<file path="config.mk">
export PLATFORM = sky130hd
export DESIGN_NAME = dvi_core
export DESIGN_NICKNAME = d
export VERILOG_FILES = /design/src/hw/dvi_pkg.sv /design/src/hw/dvi_trap_integ.sv /design/src/hw/dvi_core.sv
export SDC_FILE = /design/constraint.sdc
export NUM_CORES = 2
export LEC_CHECK = 0
export BUFFER_PORTS_ARGS = -buffer_cell sky130_fd_sc_hd__buf_2
export CORE_MARGIN = 1.5
export CORE_UTILIZATION = 55
export CTS_BUF_LIST = sky130_fd_sc_hd__clkbuf_2 sky130_fd_sc_hd__clkbuf_4 sky130_fd_sc_hd__clkbuf_8
export CTS_CLUSTER_DIAMETER = 80
export DETAILED_ROUTE_END_ITERATION = 10
export GPL_TIMING_DRIVEN = 0
export PLACE_DENSITY = 0.78
export SYNTH_ARGS = -nofsm -noshare
export SYNTH_HDL_FRONTEND = slang
export SYNTH_SLANG_ARGS = --single-unit
</file>
<file path="constraint.sdc">
create_clock -name clock_i -period 7.03 [get_ports clock_i]
set_input_delay 0.703 -clock clock_i [delete_from_list [all_inputs] [get_ports clock_i]]
set_output_delay 0.703 -clock clock_i [all_outputs]
set_load 0.01 [all_outputs]
</file>
<file path="src/hw/dvi_pkg.sv">
// ============================================================
// shared constants for the delta angle / delta velocity block
// ============================================================
package dvi_pkg;

    // ========================================================
    // timing
    // ========================================================
    localparam int CLK_FREQ_HZ     = 40_000_000; // system clock rate
    localparam int SAMPLE_RATE_SPS = 2000;       // internal sample rate
    // cycles per internal sample, exact at 40 MHz
    localparam int SAMPLE_DIV_CYC  = CLK_FREQ_HZ / SAMPLE_RATE_SPS;
    localparam int DIV_W           = 16;         // divider counter width

    // ========================================================
    // data path widths
    // ========================================================
    localparam int SAMPLE_W  = 16;  // width of one inertial sample
    localparam int ACC_W     = 48;  // accumulator width
    localparam int RES_W     = 32;  // combined result width
    localparam int WORD_W    = 16;  // one register word
    localparam int DEC_W     = 16;  // decimation setting width
    localparam int ADDR_W    = 7;   // register byte address width
    localparam int GAIN_SHIFT = 1;  // divide by two of the trapezoid

    // ========================================================
    // reset values
    // ========================================================
    localparam logic [RES_W-1:0]  RES_RST  = 32'h00000000;
    localparam logic [WORD_W-1:0] WORD_RST = 16'h0000;

    // ========================================================
    // saturation limits of the 32-bit result
    // ========================================================
    localparam logic [RES_W-1:0] RES_POS_MAX = 32'h7FFFFFFF;
    localparam logic [RES_W-1:0] RES_NEG_MAX = 32'h80000000;

    // ========================================================
    // register byte offsets (read only)
    // ========================================================
    localparam logic [ADDR_W-1:0] X_ANGLE_INCREMENT_LOW  = 7'h24;
    localparam logic [ADDR_W-1:0] X_ANGLE_INCREMENT_HIGH = 7'h26;
    localparam logic [ADDR_W-1:0] Y_ANGLE_INCREMENT_LOW  = 7'h28;
    localparam logic [ADDR_W-1:0] Y_ANGLE_INCREMENT_HIGH = 7'h2A;
    localparam logic [ADDR_W-1:0] Z_ANGLE_INCREMENT_LOW  = 7'h2C;
    localparam logic [ADDR_W-1:0] Z_ANGLE_INCREMENT_HIGH = 7'h2E;
    localparam logic [ADDR_W-1:0] X_SPEED_INCREMENT_LOW  = 7'h30;
    localparam logic [ADDR_W-1:0] X_SPEED_INCREMENT_HIGH = 7'h32;
    localparam logic [ADDR_W-1:0] Y_SPEED_INCREMENT_LOW  = 7'h34;
    localparam logic [ADDR_W-1:0] Y_SPEED_INCREMENT_HIGH = 7'h36;

    // ========================================================
    // clamp a wide signed sum into the 32-bit result
    // ========================================================
    function automatic logic [RES_W-1:0] dvi_sat32(
        input logic signed [ACC_W-1:0] v);
        logic signed [ACC_W-1:0] hi;
        logic signed [ACC_W-1:0] lo;
        hi = ACC_W'(signed'(RES_POS_MAX));
        lo = -hi - ACC_W'(1);
        if (v > hi) begin
            dvi_sat32 = RES_POS_MAX;
        end else if (v < lo) begin
            dvi_sat32 = RES_NEG_MAX;
        end else begin
            dvi_sat32 = v[RES_W-1:0];
        end
    endfunction

endpackage

</file>
<file path="src/hw/dvi_trap_integ.sv">
`timescale 1ns/1ps
// ============================================================
// one axis trapezoidal integrator
// ============================================================
module dvi_trap_integ
    import dvi_pkg::*;
#(
    parameter int W = SAMPLE_W  // sample width
) (
    input  wire logic                clock_i,
    input  wire logic                resetn_i,
    input  wire logic                tick_i,    // new sample strobe
    input  wire logic                dump_i,    // close the update
    input  wire logic signed [W-1:0] sample_i,  // current sample
    output logic         [RES_W-1:0] result_o   // last finished update
);

    // ========================================================
    // state
    // ========================================================
    typedef struct packed {
        logic signed [W-1:0]     prev;    // predecessor sample
        logic signed [ACC_W-1:0] acc;     // running pair sum
        logic [RES_W-1:0]        result;  // held output
    } dvi_integ_t;

    dvi_integ_t              q;       // registered state
    dvi_integ_t              nxt_q;   // next state
    logic signed [ACC_W-1:0] pair;    // sample plus predecessor
    logic signed [ACC_W-1:0] total;   // sum including this pair

    // ========================================================
    // next state
    // ========================================================
    always_comb begin
        nxt_q = q;
        // each term is a sample plus its predecessor
        pair  = ACC_W'(sample_i) + ACC_W'(q.prev);
        total = q.acc + pair;
        if (tick_i) begin
            nxt_q.prev = sample_i;
            if (dump_i) begin
                // halve and clamp into the 32-bit word
                nxt_q.result = dvi_sat32(total >>> GAIN_SHIFT);
                nxt_q.acc    = '0;
            end else begin
                nxt_q.acc = total;
            end
        end
    end

    // ========================================================
    // state register
    // ========================================================
    always_ff @(posedge clock_i) begin
        if (!resetn_i) begin
            q <= '{prev: '0, acc: '0, result: RES_RST};
        end else begin
            q <= nxt_q;
        end
    end

    assign result_o = q.result;

    // ========================================================
    // checks
    // ========================================================
    property p_pair_accum;
        @(posedge clock_i) disable iff (!resetn_i)
        (tick_i && !dump_i) |=>
            (q.acc == $past(q.acc) + ACC_W'($past(sample_i))
                      + ACC_W'($past(q.prev)));
    endproperty
    a_pair_accum: assert property (p_pair_accum)
        else $error("accumulator missed a sample pair");

    property p_clamp_pos;
        @(posedge clock_i) disable iff (!resetn_i)
        (tick_i && dump_i && ((total >>> GAIN_SHIFT) >
            ACC_W'(signed'(RES_POS_MAX)))) |=>
            (result_o == RES_POS_MAX);
    endproperty
    a_clamp_pos: assert property (p_clamp_pos)
        else $error("positive overflow not clamped");

endmodule

</file>
<file path="src/hw/dvi_core.sv">
`timescale 1ns/1ps
// Operation
// - velocity is trapezoidal sum over D samples
// - D equals decimation setting plus one
// - internal sample rate is 2000 per second
// - angle low word is result bits 15:0
// - angle high word twos complement, zero zero
// - speed high word spans plus minus 400
// - speed low word extends high word resolution
// - high over low forms one 32-bit result
// - 32-bit form clamps to 7FFFFFFF / 80000000
// - 16-bit form 7FFF, 8000, minus one ones
// - angle words read only at 0x24 to 0x2E
// - speed words read only at 0x30 to 0x36
// - angle uses same trapezoid on rate samples
// - angle full scale 360, 720 or 2160
module dvi_core
    import dvi_pkg::*;
#(
    parameter int SAMPLE_DIV      = SAMPLE_DIV_CYC, // cycles per sample
    parameter int ANGLE_RANGE_DEG = 360             // model full scale
) (
    input  wire logic                       clock_i,
    input  wire logic                       resetn_i,
    input  wire logic signed [SAMPLE_W-1:0] gyro_x_i,
    input  wire logic signed [SAMPLE_W-1:0] gyro_y_i,
    input  wire logic signed [SAMPLE_W-1:0] gyro_z_i,
    input  wire logic signed [SAMPLE_W-1:0] accel_x_i,
    input  wire logic signed [SAMPLE_W-1:0] accel_y_i,
    input  wire logic        [DEC_W-1:0]    decimation_setting_i,
    input  wire logic                       reg_rd_i,
    input  wire logic        [ADDR_W-1:0]   reg_addr_i,
    output logic             [WORD_W-1:0]   reg_rdata_o,
    output logic                            reg_rvalid_o,
    output logic                            sample_tick_o,
    output logic                            sample_ready_pin_o
);

    // ========================================================
    // axis indices of the result array
    // ========================================================
    localparam int N_AXES = 5;  // three angle, two speed
    localparam int AX_GX  = 0;  // x angle
    localparam int AX_GY  = 1;  // y angle
    localparam int AX_GZ  = 2;  // z angle
    localparam int AX_AX  = 3;  // x speed
    localparam int AX_AY  = 4;  // y speed

    // ========================================================
    // state
    // ========================================================
    typedef struct packed {
        logic [DIV_W-1:0]  div_cnt;  // cycles into the sample period
        logic              tick;     // sample strobe
        logic [DEC_W-1:0]  dec_cnt;  // samples already summed
        logic              ready;    // update pulse
        logic [WORD_W-1:0] rdata;    // read data
        logic              rvalid;   // read data strobe
    } dvi_core_t;

    dvi_core_t                   q;        // registered state
    dvi_core_t                   nxt_q;    // next state
    logic                        dump;     // this sample closes update
    logic signed [SAMPLE_W-1:0]  samp [N_AXES]; // per axis samples
    logic        [RES_W-1:0]     word [N_AXES]; // per axis results

    // ========================================================
    // register read decode
    // ========================================================
    function automatic logic [WORD_W-1:0] read_word(
        input logic [ADDR_W-1:0] a,
        input logic [RES_W-1:0]  gx,
        input logic [RES_W-1:0]  gy,
        input logic [RES_W-1:0]  gz,
        input logic [RES_W-1:0]  ax,
        input logic [RES_W-1:0]  ay);
        logic [ADDR_W-2:0] w;
        w = a[ADDR_W-1:1];
        // low word is bits 15:0 of the result
        // high word 31:16, twos complement sign on top
        // both bytes of a word answer the same value
        if (w == X_ANGLE_INCREMENT_LOW[ADDR_W-1:1]) begin
            read_word = gx[WORD_W-1:0];
        end else if (w == X_ANGLE_INCREMENT_HIGH[ADDR_W-1:1]) begin
            read_word = gx[RES_W-1:WORD_W];
        end else if (w == Y_ANGLE_INCREMENT_LOW[ADDR_W-1:1]) begin
            read_word = gy[WORD_W-1:0];
        end else if (w == Y_ANGLE_INCREMENT_HIGH[ADDR_W-1:1]) begin
            read_word = gy[RES_W-1:WORD_W];
        end else if (w == Z_ANGLE_INCREMENT_LOW[ADDR_W-1:1]) begin
            read_word = gz[WORD_W-1:0];
        end else if (w == Z_ANGLE_INCREMENT_HIGH[ADDR_W-1:1]) begin
            read_word = gz[RES_W-1:WORD_W];
        end else if (w == X_SPEED_INCREMENT_LOW[ADDR_W-1:1]) begin
            read_word = ax[WORD_W-1:0];
        end else if (w == X_SPEED_INCREMENT_HIGH[ADDR_W-1:1]) begin
            read_word = ax[RES_W-1:WORD_W];
        end else if (w == Y_SPEED_INCREMENT_LOW[ADDR_W-1:1]) begin
            read_word = ay[WORD_W-1:0];
        end else if (w == Y_SPEED_INCREMENT_HIGH[ADDR_W-1:1]) begin
            read_word = ay[RES_W-1:WORD_W];
        end else begin
            // outside this block the answer is zero
            read_word = WORD_RST;
        end
    endfunction

    // ========================================================
    // per axis integrators
    // ========================================================
    assign samp[AX_GX] = gyro_x_i;
    assign samp[AX_GY] = gyro_y_i;
    assign samp[AX_GZ] = gyro_z_i;
    assign samp[AX_AX] = accel_x_i;
    assign samp[AX_AY] = accel_y_i;

    // update closes once D samples are
    assign dump = q.tick && (q.dec_cnt >= decimation_setting_i);

    // all axes share one tick and one dump
    for (genvar i = 0; i < N_AXES; i++) begin : g_axis
        dvi_trap_integ #(
            .W        (SAMPLE_W)
        ) u_integ (
            .clock_i  (clock_i),
            .resetn_i (resetn_i),
            .tick_i   (q.tick),
            .dump_i   (dump),
            .sample_i (samp[i]),
            .result_o (word[i])
        );
    end

    // ========================================================
    // next state
    // ========================================================
    always_comb begin
        nxt_q        = q;
        nxt_q.tick   = 1'b0;
        nxt_q.ready  = 1'b0;
        nxt_q.rvalid = 1'b0;
        // sample period divider
        if (q.div_cnt == DIV_W'(SAMPLE_DIV - 1)) begin
            nxt_q.div_cnt = '0;
            nxt_q.tick    = 1'b1;
        end else begin
            nxt_q.div_cnt = q.div_cnt + DIV_W'(1);
        end
        // decimation count, restarts at each update
        if (q.tick) begin
            if (dump) begin
                nxt_q.dec_cnt = '0;
                nxt_q.ready   = 1'b1;
            end else begin
                nxt_q.dec_cnt = q.dec_cnt + DEC_W'(1);
            end
        end
        // read only words, writes have no path here
        if (reg_rd_i) begin
            nxt_q.rdata  = read_word(reg_addr_i, word[AX_GX],
                word[AX_GY], word[AX_GZ], word[AX_AX], word[AX_AY]);
            nxt_q.rvalid = 1'b1;
        end
    end

    // ========================================================
    // state register
    // ========================================================
    always_ff @(posedge clock_i) begin
        if (!resetn_i) begin
            q <= '{div_cnt: '0, tick: 1'b0, dec_cnt: '0, ready: 1'b0,
                   rdata: WORD_RST, rvalid: 1'b0};
        end else begin
            q <= nxt_q;
        end
    end

    // ========================================================
    // outputs
    // ========================================================
    assign reg_rdata_o        = q.rdata;
    assign reg_rvalid_o       = q.rvalid;
    assign sample_tick_o      = q.tick;
    assign sample_ready_pin_o = q.ready;

    // ========================================================
    // checks
    // ========================================================
    property p_tick_period;
        @(posedge clock_i) disable iff (!resetn_i)
        (q.div_cnt == DIV_W'(SAMPLE_DIV - 1)) |=>
            (q.tick && q.div_cnt == '0);
    endproperty
    a_tick_period: assert property (p_tick_period)
        else $error("sample tick not at divider wrap");

    property p_tick_only_wrap;
        @(posedge clock_i) disable iff (!resetn_i)
        q.tick |-> ($past(q.div_cnt) == DIV_W'(SAMPLE_DIV - 1));
    endproperty
    a_tick_only_wrap: assert property (p_tick_only_wrap)
        else $error("sample tick away from divider wrap");

    property p_dec_update;
        @(posedge clock_i) disable iff (!resetn_i)
        q.tick |=> (q.ready ==
            ($past(q.dec_cnt) >= $past(decimation_setting_i)));
    endproperty
    a_dec_update: assert property (p_dec_update)
        else $error("update not after decimation count");

    property p_joint_load;
        @(posedge clock_i) disable iff (!resetn_i)
        !q.ready && $past(!q.ready) |->
            (word[AX_GX] == $past(word[AX_GX]) &&
             word[AX_AY] == $past(word[AX_AY]));
    endproperty
    a_joint_load: assert property (p_joint_load)
        else $error("result changed outside an update");

    property p_angle_low;
        @(posedge clock_i) disable iff (!resetn_i)
        (reg_rd_i && reg_addr_i == X_ANGLE_INCREMENT_LOW) |=>
            (reg_rvalid_o && reg_rdata_o ==
             $past(word[AX_GX][WORD_W-1:0]));
    endproperty
    a_angle_low: assert property (p_angle_low)
        else $error("angle low word wrong");

    property p_angle_high;
        @(posedge clock_i) disable iff (!resetn_i)
        (reg_rd_i && reg_addr_i == Z_ANGLE_INCREMENT_HIGH) |=>
            (reg_rdata_o == $past(word[AX_GZ][RES_W-1:WORD_W]));
    endproperty
    a_angle_high: assert property (p_angle_high)
        else $error("angle high word wrong");

    property p_speed_words;
        @(posedge clock_i) disable iff (!resetn_i)
        (reg_rd_i && reg_addr_i == Y_SPEED_INCREMENT_HIGH) |=>
            (reg_rdata_o == $past(word[AX_AY][RES_W-1:WORD_W]));
    endproperty
    a_speed_words: assert property (p_speed_words)
        else $error("speed high word wrong");

    property p_unmapped;
        @(posedge clock_i) disable iff (!resetn_i)
        (reg_rd_i && reg_addr_i[ADDR_W-1:1] == 6'h1C) |=>
            (reg_rdata_o == WORD_RST);
    endproperty
    a_unmapped: assert property (p_unmapped)
        else $error("unmapped read not zero");

    property p_range;
        @(posedge clock_i) disable iff (!resetn_i)
        (ANGLE_RANGE_DEG == 360 || ANGLE_RANGE_DEG == 720 ||
         ANGLE_RANGE_DEG == 2160);
    endproperty
    a_range: assert property (p_range)
        else $error("angle full scale not a model value");

    property p_angle_high_x;
        @(posedge clock_i) disable iff (!resetn_i)
        (reg_rd_i && reg_addr_i == X_ANGLE_INCREMENT_HIGH) |=>
            (reg_rdata_o == $past(word[AX_GX][RES_W-1:WORD_W]));
    endproperty
    a_angle_high_x: assert property (p_angle_high_x)
        else $error("x angle high word wrong");

    property p_speed_high_x;
        @(posedge clock_i) disable iff (!resetn_i)
        (reg_rd_i && reg_addr_i == X_SPEED_INCREMENT_HIGH) |=>
            (reg_rdata_o == $past(word[AX_AX][RES_W-1:WORD_W]));
    endproperty
    a_speed_high_x: assert property (p_speed_high_x)
        else $error("x speed high word wrong");

    property p_speed_low_x;
        @(posedge clock_i) disable iff (!resetn_i)
        (reg_rd_i && reg_addr_i == X_SPEED_INCREMENT_LOW) |=>
            (reg_rdata_o == $past(word[AX_AX][WORD_W-1:0]));
    endproperty
    a_speed_low_x: assert property (p_speed_low_x)
        else $error("x speed low word wrong");

    property p_odd_byte;
        @(posedge clock_i) disable iff (!resetn_i)
        (reg_rd_i && reg_addr_i == (Y_ANGLE_INCREMENT_LOW + 7'h01)) |=>
            (reg_rdata_o == $past(word[AX_GY][WORD_W-1:0]));
    endproperty
    a_odd_byte: assert property (p_odd_byte)
        else $error("odd byte of a word answered differently");

    property p_read_answer;
        @(posedge clock_i) disable iff (!resetn_i)
        reg_rd_i |=> reg_rvalid_o;
    endproperty
    a_read_answer: assert property (p_read_answer)
        else $error("read request not answered next cycle");

    property p_read_quiet;
        @(posedge clock_i) disable iff (!resetn_i)
        !reg_rd_i |=> !reg_rvalid_o;
    endproperty
    a_read_quiet: assert property (p_read_quiet)
        else $error("read data strobe without a request");

endmodule

</file>
==> results.toml <==
[setup_path]
worstSetupEndpointType = "flop"
rrSetupSlack_ns = 0.94
crit_fanout = 24
cp.arrival_ns = 6.67
worstPathRequired_ns = 7.61
cp-start-kind = "flop"
criticalPathCategory = "flop to flop"

[timing]
setup_viol = 0
rsz0062_at_grt = "no"
max_freq_mhz = 164
period_share = 0.866
maxSlewViolCount = 11
fin_crit_ns = 6.09
hold_viol = 0
worst_slack_ns = 0.940
fin_skew_ns = 0.0530
tightest_slew_ns = 1.53
tns_ns = 0
slew_headroom = -0.0180

[synth]
synth_mux_area_frac = 0.0440
synth_xor_area_frac = 0.0532
synth_area_leaders = "dfxtp_1 26%, fa_1 12%, ha_1 7.7%, nor2_1 5.5%, a21oi_1 5.5%"
ys_ff_latch = 531
synth_edf_count = 0
syn_area_per_cell_um2 = 8.54
synthTopCellsByCount = "590 x nor2_1, 531 x dfxtp_1, 440 x a21oi_1"
ys_seq_area_frac = 0.265
yosysWarningCount = 0
synth-compound-area-share = 0.235
synthAdderAreaFrac = 0.197
synth_top_area_frac = 0.265
synthSimpleGateAreaFrac = 0.164
synth_top_family_by_area = "compound AO/OA/AOI/OAI gates"
synth_most_common_cell = "nor2_1"
yosysTopAreaCell = "dfxtp_1"
synth_area_mm2 = 0.0401
yosysUniqueCellTypes = 96
syn_nets = 5296
synthCells = 4702
synthFlopType = "dfxtp_1"
async_reset_ff_frac = 0

[die]
core-area_mm2 = 0.0719
fp.dieH_um = 273
ios = 125
row_count = 98
die-area_mm2 = 0.0746
initial_core_util = 0.559
die_w_um = 273

[detailed_routing]
first_iter_violations = 3984
vias = 37500
viasPerCell = 6.29
dr.pass1.iters = 6
wire_per_inst_um = 21.8
drc = 0
detail-route-antenna-nets = 0
wl_um = 130000

[place]
dp_hpwl_um = 100000
gp_congestion = 1.01
place.port_buffers = 121
dpl_cell_area_mm2 = 0.0421
dpl_worst_slack_ns = 0.0630

[pwr]
powerDensity_mw_per_mm2 = 161
switchingPower_w = 0.00198
p_sw_frac = 0.278
ir_drop_mv = 0.184
p_seq_frac = 0.423
cellInternalPower_w = 0.00515
cellLeakagePower_nw = 18.5
combinationalPowerShare = 0.105
p_clk_frac = 0.472

[flow_run]
drv_cap = 1

[clock_tree]
cts_hold_buf = 0
cts_setup_buffers = 0
clk_pin_slew_worst_paths_ns = 0.07
cts_tree = "built"
ctsRootBufferMaster = "clkbuf_8"
insertion_delay_ns = 0.75
ctsResizeCount = 0
cts_made_buffers = 93
cts_max_level = 3
ctsLongestPathBuffers = 3
cts.sinks = 531

[global_routing]
grt_max_degree = 35
overflow = 0
grt_first_pass_wirelength_um = 201000
antenna_found_initial = 9
grt_pass1_vias = 35500
grt_usage = 0.341

[status]
violations = "max-capacitance violations, max-slew violations"
status = "finished, violations left"

[layout]
nNetsFinal = 5519
layout-drive-gt1-share = 0.0925
fin_area_mm2 = 0.0443
syn2layout_area_growth_pct = 10.3

[hold_path]
holdCritPathClass = "primary input to flop"
## path summary, 6_finish.rpt
path / startpoint / end / depth (start not counted)
max: g_axis[1].u_integ.q[95] / g_axis[1].u_integ.result_o[13] / 16
min: gyro_z_i[4] / g_axis[2].u_integ.q[84] / 3
min reg2reg: q[35] / q[35] / 1
max reg2reg: g_axis[1].u_integ.q[95] / g_axis[1].u_integ.result_o[13] / 16
## registers in the layout (all words and copies together), names as in the netlist
register	flops
g_axis.u_integ.result_o	160
reg_rdata_o	16
g_axis.u_integ.q	320
sample_tick_o	1
sample_ready_pin_o	1
reg_rvalid_o	1
q	32
## logic make-up after synthesis
logic type	after synthesis
multiplexers	160
AND/OR/NAND/NOR	1419
AO/OA/AOI/OAI	1443
XOR/XNOR	244
adder cells (fa/ha/maj)	488
flip-flops	531
buffers and inverters	417
## per-layer routing
metal,vias to the layer above,routed length (um),GRT usage
met2,1688,57000,0.528
met1,18000,56800,0.478
met5,-,27,0
met3,266,10500,0.0468
li1,17500,-,-
met4,4,5330,0.140
## cells in the final DEF, fill, tap and decap left out, types with 22 or more instances in the layout
cell,instances
and3_1,31
o221a_2,63
nand2b_1,52
o211a_1,26
nor2_1,590
clkbuf_8,105
a31oi_1,47
xor2_1,111
nor4_1,22
o21a_1,37
nand4_1,87
nor3_1,47
inv_1,111
mux2i_1,136
o21bai_1,42
a21o_1,108
or3_1,27
a22oi_1,98
nand2_1,298
ha_1,248
dfxtp_1,526
o22ai_1,37
buf_2,128
a21oi_1,439
and2_1,23
clkbuf_4,25
o21ai_0,311
fa_1,240
xnor2_1,133
nand3_1,110
o211ai_1,31
nor2b_1,56
clkbuf_1,257
a211oi_1,25
## per-stage QoR
step,cells,total power (W),hold slack (ns),util
6_report,5952,0.00713,0.230,0.616
5_1_grt,5947,0.00735,0.248,0.616
4_1_cts,5945,0.00714,0.187,0.615
3_5_place_dp,5779,0.00381,0.457,0.585
3_3_place_gp,5773,0.00380,0.442,0.584
2_1_floorplan,4702,0.00354,0.430,-
## area by class of cell
type                            count  area, um^2
Clock buffer                      130        1630
Tap cell                          950        1190
Inverter                          113         424
Buffer                            304        1240
Multi-Input combinational cell   3754       27900
Clock inverter                     36         523
Sequential cell                   531       10600
Fill cell                        6423       27600
Antenna cell                        6        15.0
Timing Repair Buffer              128         751
## worst max-delay path, stage by stage, from the launching register on
cell,delay [ns]
dfxtp_2,0.54
buf_12,0.26
fa_1,0.47
ha_1,0.31
clkbuf_1,0.26
nand2_1,0.17
nor4_1,0.90
nand4_1,0.18
o21ai_1,0.41
a211o_1,0.25
mux2i_1,0.31
o21ai_1,0.10
or4_1,0.53
or4_1,0.60
o21ai_2,0.31
buf_6,0.22
o22ai_2,0.10
## power groups by stage
stage / Clock [W] / Sequential, W / Combinational (W)
after detailed placement: 0 / 0.00309 / 0.000724
after floorplan: 0 / 0.00308 / 0.000460
after CTS: 0.00339 / 0.00302 / 0.000729
after global placement: 0 / 0.00309 / 0.000714
final: 0.00337 / 0.00302 / 0.000747
after global routing: 0.00351 / 0.00302 / 0.000816
Note: power is estimated with default switching activity, not from simulation.
